[config.mk]
export PLATFORM = sky130hd
export DESIGN_NAME = rsr_alu
export DESIGN_NICKNAME = d
export VERILOG_FILES = /design/src/logic/rsr_alu_pkg.sv /design/src/logic/rsr_alu.sv
export SDC_FILE = /design/constraint.sdc
export NUM_CORES = 1
export LEC_CHECK = 0
export BUFFER_PORTS_ARGS = -buffer_cell sky130_fd_sc_hd__buf_2
export CORE_MARGIN = 3
export CORE_UTILIZATION = 45
export DETAILED_ROUTE_END_ITERATION = 10
export PLACE_DENSITY_LB_ADDON = 0.3
export SLEW_MARGIN = 20
export SYNTH_ARGS = -nofsm -noshare
export SYNTH_HDL_FRONTEND = slang
export SYNTH_SLANG_ARGS = --single-unit
[constraint.sdc]
create_clock -name clk -period 3.3 [get_ports clk]
set_input_delay 0.495 -clock clk [delete_from_list [all_inputs] [get_ports clk]]
set_output_delay 0.495 -clock clk [all_outputs]
set_load 0.005 [all_outputs]
[src/logic/rsr_alu_pkg.sv]
// rsr_alu_pkg: constants and types shared by the rotate/subtract/return unit.
// assumes byte addresses on the register bus and a one-cycle read latency on the operand port.
package rsr_alu_pkg;

  ////////////////////////////////////////////////////////////////////////////
  // opcodes
  localparam logic [7:0] OP_RET      = 8'hAF;
  localparam logic [7:0] OP_RL_R     = 8'h90;
  localparam logic [7:0] OP_RL_IR    = 8'h91;
  localparam logic [7:0] OP_RLC_R    = 8'h10;
  localparam logic [7:0] OP_RLC_IR   = 8'h11;
  localparam logic [7:0] OP_RR_R     = 8'hE0;
  localparam logic [7:0] OP_RR_IR    = 8'hE1;
  localparam logic [7:0] OP_RRC_R    = 8'hC0;
  localparam logic [7:0] OP_RRC_IR   = 8'hC1;
  localparam logic [7:0] OP_SBC_RR   = 8'h32;
  localparam logic [7:0] OP_SBC_RIR  = 8'h33;
  localparam logic [7:0] OP_SBC_RR8  = 8'h34;
  localparam logic [7:0] OP_SBC_RIR8 = 8'h35;
  localparam logic [7:0] OP_SBC_RIM  = 8'h36;
  localparam logic [7:0] OP_SBC_IRIM = 8'h37;

  ////////////////////////////////////////////////////////////////////////////
  // flag bit positions inside the flags byte
  localparam int FLAG_C = 7;
  localparam int FLAG_Z = 6;
  localparam int FLAG_S = 5;
  localparam int FLAG_V = 4;
  localparam int FLAG_D = 3;
  localparam int FLAG_H = 2;

  ////////////////////////////////////////////////////////////////////////////
  // register map (byte offsets) and reset values
  localparam logic [3:0]  REG_CTRL    = 4'h0;
  localparam logic [3:0]  REG_FLAGS   = 4'h4;
  localparam logic [3:0]  REG_STATUS  = 4'h8;
  localparam logic [3:0]  REG_COUNT   = 4'hC;
  localparam int          CTRL_EN_BIT = 0;
  localparam logic        CTRL_RST    = 1'h1;
  localparam logic [7:0]  FLAGS_RST   = 8'h00;
  localparam logic [15:0] STACK_STEP  = 16'h0002;

  ////////////////////////////////////////////////////////////////////////////
  // sequencer states, one-hot
  typedef enum logic [9:0] {
    ST_IDLE = 10'h001,
    ST_RPTR = 10'h002,
    ST_CPTR = 10'h004,
    ST_ROPA = 10'h008,
    ST_CDST = 10'h010,
    ST_CSPT = 10'h020,
    ST_RSRC = 10'h040,
    ST_CSRC = 10'h080,
    ST_STKH = 10'h100,
    ST_STKL = 10'h200
  } rsr_state_type;

endpackage

[src/logic/rsr_alu.sv]
// rsr_alu: executes return, the four single-bit rotates and subtract-with-borrow.
// assumes the decoder resolves operand fields to 8-bit register addresses, and the
// operand port returns read data one cycle after memRe, on this same clock.
//
// Design decisions made here: the Avalon-MM slave port and the placing of the registers.
`timescale 1ns/10ps
module rsr_alu (
  input  wire logic        clk,           // core clock, 100 MHz
  input  wire logic        rst_n,         // async reset, active low
  input  wire logic        instrValid,    // decoder offers an instruction
  output logic             instrReady,    // unit idle and enabled
  input  wire logic [7:0]  opcode,        // instruction opcode
  input  wire logic [7:0]  dstField,      // destination register address
  input  wire logic [7:0]  srcField,      // source register address or immediate
  input  wire logic [15:0] spIn,          // current stack pointer
  output logic             instrDone,     // pulse: instruction finished
  output logic             instrIllegal,  // pulse with instrDone: opcode not handled
  output logic             memRe,         // operand read strobe
  output logic             memWe,         // operand write strobe
  output logic [15:0]      memAddr,       // operand / stack address
  output logic [7:0]       memWrData,     // operand write data
  input  wire logic [7:0]  memRdData,     // read data, one cycle after memRe
  output logic             pcLoad,        // pulse: load pcOut into pc
  output logic [15:0]      pcOut,         // new program counter
  output logic             spLoad,        // pulse: load spOut into sp
  output logic [15:0]      spOut,         // new stack pointer
  output logic [7:0]       flagsOut,      // current flags byte
  input  wire logic [3:0]  avs_address,   // avalon byte address
  input  wire logic        avs_read,      // avalon read
  input  wire logic        avs_write,     // avalon write
  input  wire logic [3:0]  avs_byteenable,// avalon byte enables
  input  wire logic [31:0] avs_writedata, // avalon write data
  output logic [31:0]      avs_readdata,  // avalon read data
  output logic             avs_waitrequest // avalon wait
);
  import rsr_alu_pkg::*;

  ////////////////////////////////////////////////////////////////////////////
  // opcode classification
  function automatic logic isRot(input logic [7:0] op);
    return op inside {OP_RL_R, OP_RL_IR, OP_RLC_R, OP_RLC_IR, OP_RR_R, OP_RR_IR, OP_RRC_R, OP_RRC_IR};
  endfunction

  function automatic logic isSbc(input logic [7:0] op);
    return op inside {OP_SBC_RR, OP_SBC_RIR, OP_SBC_RR8, OP_SBC_RIR8, OP_SBC_RIM, OP_SBC_IRIM};
  endfunction

  // destination reached through a pointer register
  function automatic logic dstInd(input logic [7:0] op);
    return (isRot(op) && op[0]) || op == OP_SBC_IRIM;
  endfunction

  // result and flags: {flags, result}
  function automatic logic [15:0] aluCalc(input logic [7:0] op, input logic [7:0] dVal,
                                          input logic [7:0] sVal, input logic [7:0] flg);
    logic [7:0] res;
    logic [7:0] f;
    logic [8:0] sum;
    logic [4:0] low;
    logic       cIn;
    res = dVal;
    f   = flg;
    cIn = flg[FLAG_C];
    sum = 9'h000;
    low = 5'h00;
    // d and h stay as they were for every rotate
    if (op == OP_RL_R || op == OP_RL_IR) begin
      res = {dVal[6:0], dVal[7]};
    end else if (op == OP_RLC_R || op == OP_RLC_IR) begin
      res = {dVal[6:0], cIn};
    end else if (op == OP_RR_R || op == OP_RR_IR) begin
      res = {dVal[0], dVal[7:1]};
    end else if (op == OP_RRC_R || op == OP_RRC_IR) begin
      res = {cIn, dVal[7:1]};
    end
    if (isRot(op)) begin
      // opcode bit 6 marks the right rotates, whose carry comes from bit 0
      f[FLAG_C] = op[6] ? dVal[0] : dVal[7];
      f[FLAG_V] = res[7] ^ dVal[7];
    end else if (isSbc(op)) begin
      // borrow chains in through the inverted carry term
      sum = {1'b0, dVal} + {1'b0, ~sVal} + {8'h00, ~cIn};
      low = {1'b0, dVal[3:0]} + {1'b0, ~sVal[3:0]} + {4'h0, ~cIn};
      res = sum[7:0];
      f[FLAG_C] = ~sum[8];
      f[FLAG_H] = ~low[4];
      f[FLAG_D] = 1'b1;
      f[FLAG_V] = (dVal[7] != sVal[7]) && (res[7] == sVal[7]);
    end
    if (isRot(op) || isSbc(op)) begin
      f[FLAG_Z] = (res == 8'h00);
      f[FLAG_S] = res[7];
    end
    return {f, res};
  endfunction

  ////////////////////////////////////////////////////////////////////////////
  // state
  rsr_state_type stateFf, nxt_state;
  logic [7:0]  opFf;
  logic [7:0]  dstAddrFf;
  logic [7:0]  srcAddrFf;
  logic [7:0]  dstValFf;
  logic [7:0]  resultFf;
  logic [7:0]  newFlagsFf;
  logic [7:0]  flagsFf;
  logic [7:0]  pcHiFf;
  logic [15:0] spFf;
  logic        wbFf;
  logic        doneFf;
  logic        illegalFf;
  logic        pcLoadFf;
  logic        retLowFf;
  logic [15:0] pcOutFf;
  logic [15:0] spOutFf;
  logic        enableFf;
  logic [15:0] countFf;
  logic        ackFf;
  logic [31:0] rdDataFf;

  ////////////////////////////////////////////////////////////////////////////
  // decode and datapath wires
  wire        busy      = (stateFf != ST_IDLE) || wbFf || retLowFf;
  wire        accept    = instrValid && instrReady;
  wire        srcImm    = (opFf == OP_SBC_RIM) || (opFf == OP_SBC_IRIM);
  wire        srcInd    = (opFf == OP_SBC_RIR) || (opFf == OP_SBC_RIR8);
  wire [15:0] calcImm   = aluCalc(opFf, memRdData, srcAddrFf, flagsFf);
  wire [15:0] calcSrc   = aluCalc(opFf, dstValFf, memRdData, flagsFf);
  wire        legalOp   = isRot(opcode) || isSbc(opcode) || opcode == OP_RET;
  wire        busAccess = avs_read || avs_write;
  wire        busTake   = busAccess && ackFf;
  wire        selCtrl   = avs_address == REG_CTRL;
  wire        selFlags  = avs_address == REG_FLAGS;
  wire        selStatus = avs_address == REG_STATUS;
  wire        selCount  = avs_address == REG_COUNT;
  wire [31:0] rdMux     = selCtrl   ? {31'h0, enableFf} :
                          selFlags  ? {24'h0, flagsFf} :
                          selStatus ? {23'h0, busy, opFf} :
                          selCount  ? {16'h0, countFf} : 32'h0000_0000;  // unmapped reads as zero
  wire        swFlagsWr = busTake && avs_write && selFlags && avs_byteenable[0];
  wire        swCtrlWr  = busTake && avs_write && selCtrl && avs_byteenable[0];

  // handshake and port outputs; the address mux reads only flops
  assign instrReady      = (stateFf == ST_IDLE) && !wbFf && !retLowFf && enableFf;
  assign instrDone       = doneFf;
  assign instrIllegal    = illegalFf;
  assign memRe           = stateFf inside {ST_RPTR, ST_ROPA, ST_CDST, ST_RSRC, ST_STKH, ST_STKL};
  assign memWe           = wbFf;
  assign memWrData       = resultFf;
  assign pcLoad          = pcLoadFf;
  assign spLoad          = pcLoadFf;
  assign pcOut           = pcOutFf;
  assign spOut           = spOutFf;
  assign flagsOut        = flagsFf;
  assign avs_readdata    = rdDataFf;
  assign avs_waitrequest = busAccess && !ackFf;

  // operand / stack address selection
  assign memAddr = (stateFf == ST_RPTR) ? {8'h00, dstAddrFf} :
                   (stateFf == ST_CDST || stateFf == ST_RSRC) ? {8'h00, srcAddrFf} :
                   (stateFf == ST_STKH) ? spFf :
                   (stateFf == ST_STKL) ? 16'(spFf + 16'h0001) :
                   {8'h00, dstAddrFf};

  ////////////////////////////////////////////////////////////////////////////
  // sequencer next state
  always_comb begin
    nxt_state = stateFf;
    case (stateFf)
      ST_IDLE: begin
        if (accept && legalOp && opcode == OP_RET) begin
          nxt_state = ST_STKH;
        end else if (accept && legalOp) begin
          nxt_state = dstInd(opcode) ? ST_RPTR : ST_ROPA;
        end
      end
      ST_RPTR: nxt_state = ST_CPTR;
      ST_CPTR: nxt_state = ST_ROPA;
      ST_ROPA: nxt_state = ST_CDST;
      ST_CDST: begin
        if (isRot(opFf) || srcImm) begin
          nxt_state = ST_IDLE;
        end else begin
          nxt_state = srcInd ? ST_CSPT : ST_CSRC;
        end
      end
      ST_CSPT: nxt_state = ST_RSRC;
      ST_RSRC: nxt_state = ST_CSRC;
      ST_CSRC: nxt_state = ST_IDLE;
      ST_STKH: nxt_state = ST_STKL;
      ST_STKL: nxt_state = ST_IDLE;
      default: nxt_state = ST_IDLE;
    endcase
  end

  always_ff @(posedge clk or negedge rst_n) begin
    if (!rst_n) begin
      stateFf <= ST_IDLE;
    end else begin
      stateFf <= nxt_state;
    end
  end

  ////////////////////////////////////////////////////////////////////////////
  // operand capture; the pointer byte replaces the register address so the
  // write-back lands on the pointed byte
  always_ff @(posedge clk or negedge rst_n) begin
    if (!rst_n) begin
      opFf      <= 8'h00;
      dstAddrFf <= 8'h00;
      srcAddrFf <= 8'h00;
      dstValFf  <= 8'h00;
      spFf      <= 16'h0000;
    end else if (accept) begin
      opFf      <= opcode;
      dstAddrFf <= dstField;
      srcAddrFf <= srcField;
      spFf      <= spIn;
    end else if (stateFf == ST_CPTR) begin
      dstAddrFf <= memRdData;
    end else if (stateFf == ST_CDST) begin
      dstValFf  <= memRdData;
    end else if (stateFf == ST_CSPT) begin
      srcAddrFf <= memRdData;
    end
  end

  // result, write-back strobe and completion
  always_ff @(posedge clk or negedge rst_n) begin
    if (!rst_n) begin
      resultFf   <= 8'h00;
      newFlagsFf <= 8'h00;
      wbFf       <= 1'b0;
      doneFf     <= 1'b0;
      illegalFf  <= 1'b0;
    end else begin
      wbFf      <= 1'b0;
      doneFf    <= wbFf || retLowFf || (accept && !legalOp);
      illegalFf <= accept && !legalOp;
      if (stateFf == ST_CDST && (isRot(opFf) || srcImm)) begin
        {newFlagsFf, resultFf} <= calcImm;
        wbFf <= 1'b1;
      end else if (stateFf == ST_CSRC) begin
        {newFlagsFf, resultFf} <= calcSrc;
        wbFf <= 1'b1;
      end
    end
  end

  // flags: the instruction update wins over a software write in the same cycle
  always_ff @(posedge clk or negedge rst_n) begin
    if (!rst_n) begin
      flagsFf <= FLAGS_RST;
    end else if (wbFf) begin
      flagsFf <= newFlagsFf;
    end else if (swFlagsWr) begin
      flagsFf <= avs_writedata[7:0];
    end
  end

  ////////////////////////////////////////////////////////////////////////////
  // return: high byte first, then low byte; flags are never touched here
  always_ff @(posedge clk or negedge rst_n) begin
    if (!rst_n) begin
      pcHiFf   <= 8'h00;
      pcOutFf  <= 16'h0000;
      spOutFf  <= 16'h0000;
      pcLoadFf <= 1'b0;
      retLowFf <= 1'b0;
    end else begin
      // the low byte is only on the read port the cycle after the second read
      retLowFf <= (stateFf == ST_STKL);
      pcLoadFf <= retLowFf;
      if (stateFf == ST_STKL) begin
        pcHiFf  <= memRdData;
        spOutFf <= 16'(spFf + STACK_STEP);
      end
      if (retLowFf) begin
        pcOutFf <= {pcHiFf, memRdData};
      end
    end
  end

  // software enable gates new instructions
  always_ff @(posedge clk or negedge rst_n) begin
    if (!rst_n) begin
      enableFf <= CTRL_RST;
    end else if (swCtrlWr) begin
      enableFf <= avs_writedata[CTRL_EN_BIT];
    end
  end

  ////////////////////////////////////////////////////////////////////////////
  // avalon slave: one wait cycle, read data registered in that cycle
  always_ff @(posedge clk or negedge rst_n) begin
    if (!rst_n) begin
      ackFf    <= 1'b0;
      rdDataFf <= 32'h0000_0000;
      countFf  <= 16'h0000;
    end else begin
      ackFf <= busAccess && !ackFf;
      if (doneFf) begin
        countFf <= 16'(countFf + 16'h0001);
      end
      if (avs_read && !ackFf) begin
        rdDataFf <= rdMux;
      end
    end
  end
endmodule

==> flow_summary.json, run 1 <==
{
  "yosys_register_bits": 161,
  "synth_top_cells_by_count": "nand2_1, dfrtp_1, o21ai_0, nor2_1, a21oi_1",
  "ys_warn_count": 0,
  "final_nets": 1268,
  "clock_path_buffers": 2,
  "boundaryPins": 197,
  "synth.distinct_cells": 78,
  "crit_path_top_delay_cell": "dfrtp_1",
  "power_density_nw_per_um2": 595.9,
  "clock_tree.root_cell": "clkbuf_16",
  "cts_hold_buffers": 0,
  "min_period_over_period_pct": 97.11,
  "power_leakage_nw": 5.189,
  "clock_skew_ps": 12.09,
  "min_path_type": "in2async",
  "final_antenna_net_count": 0,
  "outcome": "complete, no violations",
  "htree_levels": 4,
  "route.met2.wl_um": 11880,
  "design.core.area_sq_um": 19080,
  "synthDominantCellAreaShare_pct": 44.56,
  "max_stage_delay_ps": 470,
  "instances_no_fill": 1427,
  "die_boundary_height_um": 146.9,
  "ir_worst_vdd_v": 0.0003589,
  "antenna_diode_count": 0,
  "area_growth_pct": 20.40,
  "ys_seq_area_share_pct": 45.15,
  "slew_viol_final": 0,
  "clock_tree_from_tritoncts": "yes",
  "met1_length_um": 11370,
  "gr_overflow_total": 0,
  "die_width_um": 146.9,
  "fmax_ghz": 0.3121,
  "critical_path.max_fanout": 44,
  "final_core_utilization_pct": 56.35,
  "post-dp-hpwl_um": 18820,
  "floorplan.initialDensity_pct": 46.80,
  "finalCriticalPeriod_ps": 3205,
  "clk_pin_slew_ps": 70,
  "gp_routability_congestion": 0.8891,
  "worst-r2r-cell-count": 11,
  "synth_cells": 991,
  "post-route-drc-count": 0,
  "clkSinkCount": 161,
  "total_routed_wirelength_um": 25090,
  "cap_violations": 0,
  "fill_cells": 1738,
  "setup.reg_to_reg.worst_slack_ps": 170,
  "top_post_synthesis_cells_by_area": "dfrtp_1, nand2_1, o21ai_0",
  "antenna_found_initial": 0,
  "synth_edf_count": 0,
  "grt_pass1_vias": 7539,
  "finalSetupViolations": 0,
  "synth-main-ff-cell": "dfrtp_1",
  "drt-vias-per-instance": 5.521,
  "syn_area_per_cell_sq_um": 9.011,
  "setup.worst_path.class": "reg2out",
  "slew_headroom_pct": 38.31,
  "route.detailed.wl_per_inst_um": 17.58,
  "timing.critical_path.required_ps": 2800,
  "dr_total_vias": 7879,
  "first_pass_grt_wire_length_um": 40580,
  "route.met3.wl_um": 1483,
  "place_area_sq_um": 10080,
  "worst-slew-pin-transition_ps": 923.5,
  "timing_hold_violations_final": 0,
  "port_buffers": 153,
  "critical_path_arrival_ps": 2710,
  "grt_max_degree": 83,
  "capturing_point_of_the_worst_reg2reg_path": "newFlagsFf[6]$_DFFE_PN0P_",
  "row_count": 50,
  "synth.most_common_cell": "nand2_1",
  "drive_above_1_share_pct": 24.85,
  "groute.usage.overall_pct": 23.36,
  "mapped_cell_area_sq_um": 8930,
  "firstDrtPassIters": 5,
  "drt_iter0_markers": 625,
  "crit_chain": "nor4_4 -> and2_4 -> nand4b_1 -> buf_4 -> buf_12 -> nor2_1 -> a31oi_1 -> o22ai_1 -> o21ai_0 -> buf_2",
  "maxUsedRoutingLayer": "met4",
  "numCtsBuffers": 17,
  "synthArstFlopShare_pct": 100.0,
  "fin_total_pwr_mw": 6.407,
  "cp-start-kind": "flop",
  "rsz0062_at_grt": "true",
  "design_area_sq_um": 10750,
  "setup.worst_path.end_class": "output port",
  "die_area_sq_um": 21570,
  "r2r-start": "dstValFf[0]$_DFFE_PN0P_",
  "path_buf_inv": 3,
  "placed_cells_incl_taps": 1392,
  "cell_family_with_the_largest_share_of_critical_path_delay": "simple AND/OR/NAND/NOR gates",
  "clkLatencyLatePin_ps": 440,
  "yosys_top_cell_by_area": "dfrtp_1"
}
[how the worst max path moves through the flow]
| stage | startpoint | endpoint | slack (ps) | cells after the start |
|---|---|---|---|---|
| finish | stateFf[1]$_DFFE_PN0P_ | memAddr[6] | 100 | 10 |
| global route | stateFf[1]$_DFFE_PN0P_ | memAddr[4] | -40 | 8 |
| CTS | stateFf[1]$_DFFE_PN0P_ | memAddr[2] | -10 | 7 |
| detailed placement | memRdData[0] | newFlagsFf[6]$_DFFE_PN0P_ | 100 | 11 |
| global placement | memRdData[0] | newFlagsFf[6]$_DFFE_PN0P_ | 160 | 11 |
| floorplan | flagsOut[7]$_DFFE_PN0P_ | newFlagsFf[6]$_DFFE_PN0P_ | 510 | 10 |
[per-stage QoR]
stage | setup TNS, ps | worst slack (ps) | hold WS [ps]
after floorplan | 0 | 513.8 | 199.4
after global placement | 0 | 161.6 | 436.5
after detailed placement | 0 | 103.4 | 444.6
after CTS | -17.33 | -11.49 | 116.0
after global routing | -75.79 | -44.18 | 146.0
final | 0 | 95.48 | 85.43
[registers in the layout (all words and copies together), names as in the netlist]
| name | cells |
|---|---|
| ackFf | 1 |
| avs_readdata | 16 |
| countFf | 16 |
| dstAddrFf | 8 |
| dstValFf | 8 |
| enableFf | 1 |
| flagsOut | 8 |
| instrDone | 1 |
| instrIllegal | 1 |
| memWe | 1 |
| memWrData | 8 |
| newFlagsFf | 8 |
| opFf | 8 |
| pcHiFf | 8 |
| pcLoad | 1 |
| pcOut | 16 |
| retLowFf | 1 |
| spFf | 16 |
| spOut | 16 |
| srcAddrFf | 8 |
| stateFf | 10 |
[cells in the final DEF, fill, tap and decap left out, types with 17 or more instances in the layout]
cell type,netlist,layout
o21ai_0,105,105
dfrtp_1,159,159
clkbuf_16,0,17
xnor2_1,26,26
nand3_1,28,28
a21oi_1,49,49
nand2_1,182,181
nor2_1,63,63
xor2_1,17,17
mux2_2,32,32
ha_1,17,17
buf_2,2,152
inv_1,21,21
buf_4,17,43
[layer usage]
| metal | up-vias | GRT usage, % |
|---|---|---|
| met5 | - | 0 |
| met4 | 0 | 6.585 |
| met3 | 21 | 4.133 |
| met2 | 252 | 37.40 |
| met1 | 3808 | 32.78 |
| li1 | 3798 | - |
[final cells by class]
cell class | instances | area, sq um | share of cell area (%)
tap | 260 | 325.3 | 3.026
timing repair buffer | 198 | 1135 | 10.56
sequential | 161 | 4031 | 37.50
clock inverter | 14 | 165.2 | 1.536
multi-input combinational | 752 | 4561 | 42.42
clock buffer | 18 | 439.2 | 4.085
inverter | 24 | 95.09 | 0.8844
[repair_timing]
| item | CTS | global route |
|---|---|---|
| endpoints found under the setup margin | 8 | 15 |
| pin swaps | 0 | 2 |
| setup buffers | 0 | 3 |
| gates resized for setup | 3 | 10 |
| hold endpoints to repair | 0 | 0 |
[cell families (layout without fill, tap and decap cells)]
| logic type | after synthesis | count (layout) | synth area share, % |
|---|---|---|---|
| and+or+nand+nor | 375 | 375 | 19.76 |
| AOI/OAI and AO/OA | 253 | 253 | 17.16 |
| DFF | 161 | 161 | 45.15 |
| buffers and inverters | 93 | 254 | 4.736 |
| muxes | 44 | 44 | 5.661 |
| xor gates and xnor gates | 43 | 43 | 4.217 |
| adders and majority gates | 21 | 21 | 3.279 |
| other | 1 | 16 | 0.04199 |
[report_power, final]
group / internal (mW) / leakage (nW) / switching (mW)
combinational: 0.775 / 2.89 / 0.930
sequential: 2.25 / 2.00 / 0.405
clock: 1.16 / 0.302 / 0.882
Note: power is estimated with default switching activity, not from simulation.
==> run 2, diff against run 1 <==
==> constraint.sdc (replaced) <==
create_clock -name clk -period 3.7 [get_ports clk]
set_input_delay 0.555 -clock clk [delete_from_list [all_inputs] [get_ports clk]]
set_output_delay 0.555 -clock clk [all_outputs]
set_load 0.005 [all_outputs]
==> run 2 against run 1 <==
Net effect: non-clock buffer count shrank 20; first-iteration DRC count grew 22%; total power shrank 12%; critical path depth shrank 1; clock power shrank 13%; sequential share of layout area grew 0.63 points; worst setup slack gained 170 ps; critical path type unchanged; critical endpoint unchanged; largest power group unchanged; highest routed layer unchanged.
==> flow_summary.json, run 2 (same netlist as run 1, synthesis figures left out) <==
{
  "place_area_sq_um": 9965,
  "die_area_sq_um": 21570,
  "seqPwrFrac_pct": 42.5,
  "clkLatencyLatePin_ps": 430,
  "finalCriticalPeriod_ps": 3432,
  "design_area_sq_um": 10570,
  "boundaryPins": 197,
  "final_nets": 1248,
  "drive_above_1_share_pct": 23.19,
  "rsz0062_at_grt": "false",
  "finalSetupViolations": 0,
  "post-route-drc-count": 0,
  "timing_hold_violations_final": 0,
  "die_width_um": 146.9,
  "clkSinkCount": 161,
  "numCtsBuffers": 17,
  "cts_hold_buffers": 0,
  "clock_tree_from_tritoncts": "yes",
  "fmax_ghz": 0.2914,
  "dr_total_vias": 7831,
  "setup.worst_path.class": "reg2out",
  "power_density_nw_per_um2": 533.4,
  "min_path_type": "in2async",
  "clock_skew_ps": 9.150,
  "setup.worst_path.end_class": "output port",
  "groute.usage.overall_pct": 22.93,
  "swShare_pct": 34.62,
  "instances_no_fill": 1408,
  "outcome": "complete, no violations",
  "setup-tns-final_ps": 0,
  "clkPwrFrac_pct": 31.6,
  "floorplan.initialDensity_pct": 46.80,
  "antenna_found_initial": 1,
  "clock_path_buffers": 2,
  "total_routed_wirelength_um": 24800,
  "grt_pass1_vias": 7461,
  "gr_overflow_total": 0,
  "post-dp-hpwl_um": 18330,
  "ir_worst_vdd_v": 0.0003096,
  "cp-start-kind": "flop",
  "slew_headroom_pct": 34.54,
  "firstDrtPassIters": 5,
  "area_growth_pct": 18.41,
  "clock_tree.root_cell": "clkbuf_16",
  "placed_cells_incl_taps": 1375,
  "drt-vias-per-instance": 5.562,
  "slew_viol_final": 0,
  "mostFrequentLayoutCell": "nand2_1",
  "timing.critical_path.required_ps": 3140,
  "route.detailed.wl_per_inst_um": 17.62,
  "htree_levels": 4,
  "power_report.internal_total_mw": 3.687,
  "final_antenna_net_count": 0,
  "p_sw_mw": 1.953,
  "min_period_over_period_pct": 92.75,
  "layout.cells.most_common_list": "nand2_1, dfrtp_1, buf_2, o21ai_0, nor2_1",
  "p_comb_share_pct": 25.9,
  "critical_path_arrival_ps": 2880,
  "cap_violations": 0,
  "drt_iter0_markers": 761,
  "fill_cells": 1800,
  "clk_pin_slew_ps": 70,
  "worst-slew-pin-transition_ps": 979.8,
  "die_boundary_height_um": 146.9,
  "first_pass_grt_wire_length_um": 39920,
  "grt_max_degree": 73,
  "critical_path.max_fanout": 61,
  "power_leakage_nw": 5.068,
  "design.core.area_sq_um": 19080,
  "row_count": 50,
  "gp_routability_congestion": 0.9087,
  "port_buffers": 153
}
==> run 2: layout make-up <==
cell class                 count  area, sq um  area share [%]
multi-input combinational    752         4547           43.00
clock buffer                  18        439.2           4.153
sequential                   161         4031           38.13
clock inverter                14        153.9           1.455
timing repair buffer         178        984.7           9.312
tap                          260        325.3           3.077
inverter                      24        90.09          0.8520
antenna                        1        2.502         0.02367
==> run 2: per-stage QoR <==
stage / utilization, % / power (mW) / hold WS (ps) / worst slack [ps]
CTS: 55.33 / 5.652 / 164.6 / 152.1
floorplan: - / 3.311 / 259.4 / 867.1
detailed placement: 52.22 / 3.864 / 459.1 / 426.3
global placement: 52.22 / 3.814 / 436.8 / 463.8
finish: 55.42 / 5.640 / 121.4 / 268.1
global route: 55.42 / 5.957 / 181.6 / 50.35
==> run 2: final timing paths <==
kind                       cells past startpoint                    from                            to  slack, ps
hold reg to reg                                1         ackFf$_DFF_PN0_               ackFf$_DFF_PN0_        470
setup / recovery                               9  stateFf[1]$_DFFE_PN0P_                    memAddr[6]        270
setup reg to reg                               8  stateFf[1]$_DFFE_PN0P_      srcAddrFf[2]$_DFFE_PN0P_        590
hold / removal                                 1                   rst_n  avs_readdata[11]$_DFFE_PN0P_        120
min in group clk                               3                spIn[13]          spFf[13]$_DFFE_PN0N_        320
max in group asynchronous                      2                   rst_n         spOut[14]$_DFFE_PN0P_       2750
==> run 2: power groups by stage <==
| stage | clock network, mW | registers (mW) | logic, mW |
|---|---|---|---|
| final | 1.78 | 2.40 | 1.46 |
| after global routing | 1.89 | 2.43 | 1.63 |
| after CTS | 1.81 | 2.39 | 1.45 |
| after detailed placement | 0 | 2.42 | 1.45 |
| after global placement | 0 | 2.40 | 1.42 |
| after floorplan | 0 | 2.22 | 1.09 |
==> run 2: layer usage <==
| metal | up-vias | track usage, % | part of all wire, % | wire, um |
|---|---|---|---|---|
| li1 | 3766 | - | - | - |
| met1 | 3750 | 31.78 | 45 | 11070 |
| met2 | 277 | 36.32 | 48 | 11840 |
| met3 | 38 | 5.059 | 6.0 | 1493 |
| met4 | 0 | 6.773 | 1.6 | 403 |
| met5 | - | 0 | 0 | 0 |
==> run 2: timing repair <==
| item | CTS | global route |
|---|---|---|
| hold endpoints to repair | 0 | 0 |
| setup buffers | 0 | 0 |
| gates resized for setup | 0 | 3 |
| endpoints found under the setup margin | 0 | 4 |
==> run 2: worst max-delay path, cell delays in order (launching register included) <==
cell and delay, ps:
dfrtp_1 440, nor4_2 400, and2_0 270, nand4b_1 190, buf_4 340, nor2_1 220
a31oi_1 100, o22ai_1 200, o21ai_0 130, buf_2 150
==> run 3, diff against run 2 <==
--- a/config.mk
+++ b/config.mk
@@ -6,6 +6,7 @@
 export NUM_CORES = 1
 export LEC_CHECK = 0
 export BUFFER_PORTS_ARGS = -buffer_cell sky130_fd_sc_hd__buf_2
+export CORE_ASPECT_RATIO = 0.5
 export CORE_MARGIN = 3
 export CORE_UTILIZATION = 45
 export DETAILED_ROUTE_END_ITERATION = 10
==> run 3 against run 2 <==
Net effect: worst hold slack gained 84 ps; largest cell class unchanged; critical path depth down 2; total power is 1.4% higher; clock skew is essentially flat; die area up 0.48%; combinational power is essentially flat; critical endpoint is now memAddr[14]; sequential power barely moved; final cell count increased by 0.50%.
==> flow_summary.json, run 3 (same netlist as run 1, synthesis figures left out) <==
{
  "outcome": "complete, no violations",
  "drive_above_1_share_pct": 23.72,
  "route.detailed.wl_per_inst_um": 18.22,
  "timing_hold_violations_final": 0,
  "hold_ws_ps": 205.5,
  "htree_levels": 4,
  "area_growth_pct": 19.45,
  "first_pass_grt_wire_length_um": 41120,
  "boundaryPins": 197,
  "clock_tree.root_cell": "clkbuf_16",
  "mostFrequentLayoutCell": "nand2_1",
  "total_routed_wirelength_um": 25780,
  "ir_worst_vdd_v": 0.0002788,
  "row_count": 35,
  "r2r-start": "opFf[6]$_DFFE_PN0N_",
  "min_path_type": "in2async",
  "drt_iter0_markers": 516,
  "capturing_point_of_the_worst_reg2reg_path": "newFlagsFf[6]$_DFFE_PN0P_",
  "grt_max_degree": 91,
  "power_report.internal_total_mw": 3.779,
  "floorplan.initialDensity_pct": 47.20,
  "placed_cells_incl_taps": 1374,
  "clk_pin_slew_ps": 70,
  "fin_total_pwr_mw": 5.716,
  "slew_viol_final": 0,
  "finalSetupViolations": 0,
  "setup.reg_to_reg.worst_slack_ps": 530,
  "instances_no_fill": 1415,
  "power_density_nw_per_um2": 535.9,
  "clkLatencyLatePin_ps": 430,
  "drt-vias-per-instance": 5.681,
  "clock_tree_from_tritoncts": "yes",
  "setup.worst_path.class": "reg2out",
  "worst-r2r-cell-count": 8,
  "fin_ws_ps": 178.9,
  "dr_total_vias": 8038,
  "min_period_over_period_pct": 95.17,
  "gr_overflow_total": 0,
  "clock_skew_ps": 9.187,
  "setup-tns-final_ps": 0,
  "seqPwrFrac_pct": 41.7,
  "final_core_utilization_pct": 56.38,
  "numCtsBuffers": 17,
  "grt_pass1_vias": 7674,
  "detailedPlace.worstSlack_ps": 426.7,
  "critical_path.max_fanout": 61,
  "antenna_found_initial": 4,
  "firstDrtPassIters": 5,
  "clock_path_buffers": 2,
  "rsz0062_at_grt": "false",
  "port_buffers": 153,
  "design.core.area_sq_um": 18920,
  "die_width_um": 205.2,
  "cts_hold_buffers": 0,
  "finalCriticalPeriod_ps": 3521,
  "post-route-drc-count": 0,
  "critical_path_arrival_ps": 2970,
  "place_area_sq_um": 9951,
  "timing.critical_path.required_ps": 3140,
  "fmax_ghz": 0.2840,
  "p_comb_share_pct": 25.8,
  "final_nets": 1256,
  "power_leakage_nw": 5.110,
  "die_area_sq_um": 21670,
  "swShare_pct": 33.88,
  "cp-start-kind": "flop",
  "cap_violations": 0,
  "clkSinkCount": 161,
  "gp_routability_congestion": 0.9168,
  "p_sw_mw": 1.936,
  "final_antenna_net_count": 0,
  "groute.usage.overall_pct": 23.92,
  "post-dp-hpwl_um": 18830,
  "setup.worst_path.end_class": "output port",
  "die_boundary_height_um": 105.6,
  "worst-slew-pin-transition_ps": 980.7,
  "design_area_sq_um": 10670,
  "slew_headroom_pct": 34.49,
  "clkPwrFrac_pct": 32.6,
  "layout.cells.most_common_list": "nand2_1, dfrtp_1, buf_2, o21ai_0, nor2_1"
}
## run 3: changes by cell type in the layout (fill, tap and decap cells not counted), moves of 2 or more
cell,before,now
clkinvlp_4,2,5
inv_6,4,1
clkbuf_8,1,3
buf_4,23,30
clkinv_1,2,0
clkinv_2,3,1
## run 3: how the worst max path moves through the flow
stage / start / endpoint / slack [ps] / cells past startpoint
after floorplan: memRdData[0] / newFlagsFf[6]$_DFFE_PN0P_ / 870 / 10
after global placement: memRdData[0] / newFlagsFf[6]$_DFFE_PN0P_ / 460 / 11
after detailed placement: memRdData[0] / newFlagsFf[6]$_DFFE_PN0P_ / 430 / 11
after CTS: stateFf[1]$_DFFE_PN0P_ / memAddr[14] / 120 / 7
after global routing: stateFf[1]$_DFFE_PN0P_ / memAddr[14] / 30 / 7
final: stateFf[1]$_DFFE_PN0P_ / memAddr[14] / 180 / 7
## run 3: critical path: stages (launching register included)
cell and delay [ps]:
dfrtp_1 450, nor4_2 380, and2_0 270, nand4b_1 280
buf_6 320, or4_1 560, nand3_1 140, buf_2 130
## run 3: cell type report
type                       count  area [sq um]
fill                        1709          8252
clock inverter                11         152.6
tap                          259         324.1
clock buffer                  21         470.5
multi-input combinational    752          4539
sequential                   161          4031
antenna                        1         2.502
timing repair buffer         186          1049
inverter                      24         97.59
## run 3: power by group through the flow
| stage | Clock (mW) | Combinational (mW) | Sequential, mW |
|---|---|---|---|
| 2_1_floorplan | 0 | 1.09 | 2.22 |
| 3_3_place_gp | 0 | 1.42 | 2.39 |
| 3_5_place_dp | 0 | 1.45 | 2.40 |
| 4_1_cts | 1.89 | 1.46 | 2.37 |
| 5_1_grt | 1.98 | 1.63 | 2.42 |
| 6_report | 1.86 | 1.47 | 2.38 |
## run 3: what timing repair did
action	in CTS	in global routing
setup endpoints to repair	0	9
gates resized for setup	0	4
buffers inserted	0	8
## run 3: metal layers
layer | track usage, % | vias up | routed length [um]
li1 | - | 3776 | -
met1 | 34.59 | 3919 | 11940
met2 | 35.94 | 298 | 11470
met3 | 5.955 | 39 | 1877
met4 | 6.283 | 6 | 467
met5 | 0 | - | 28
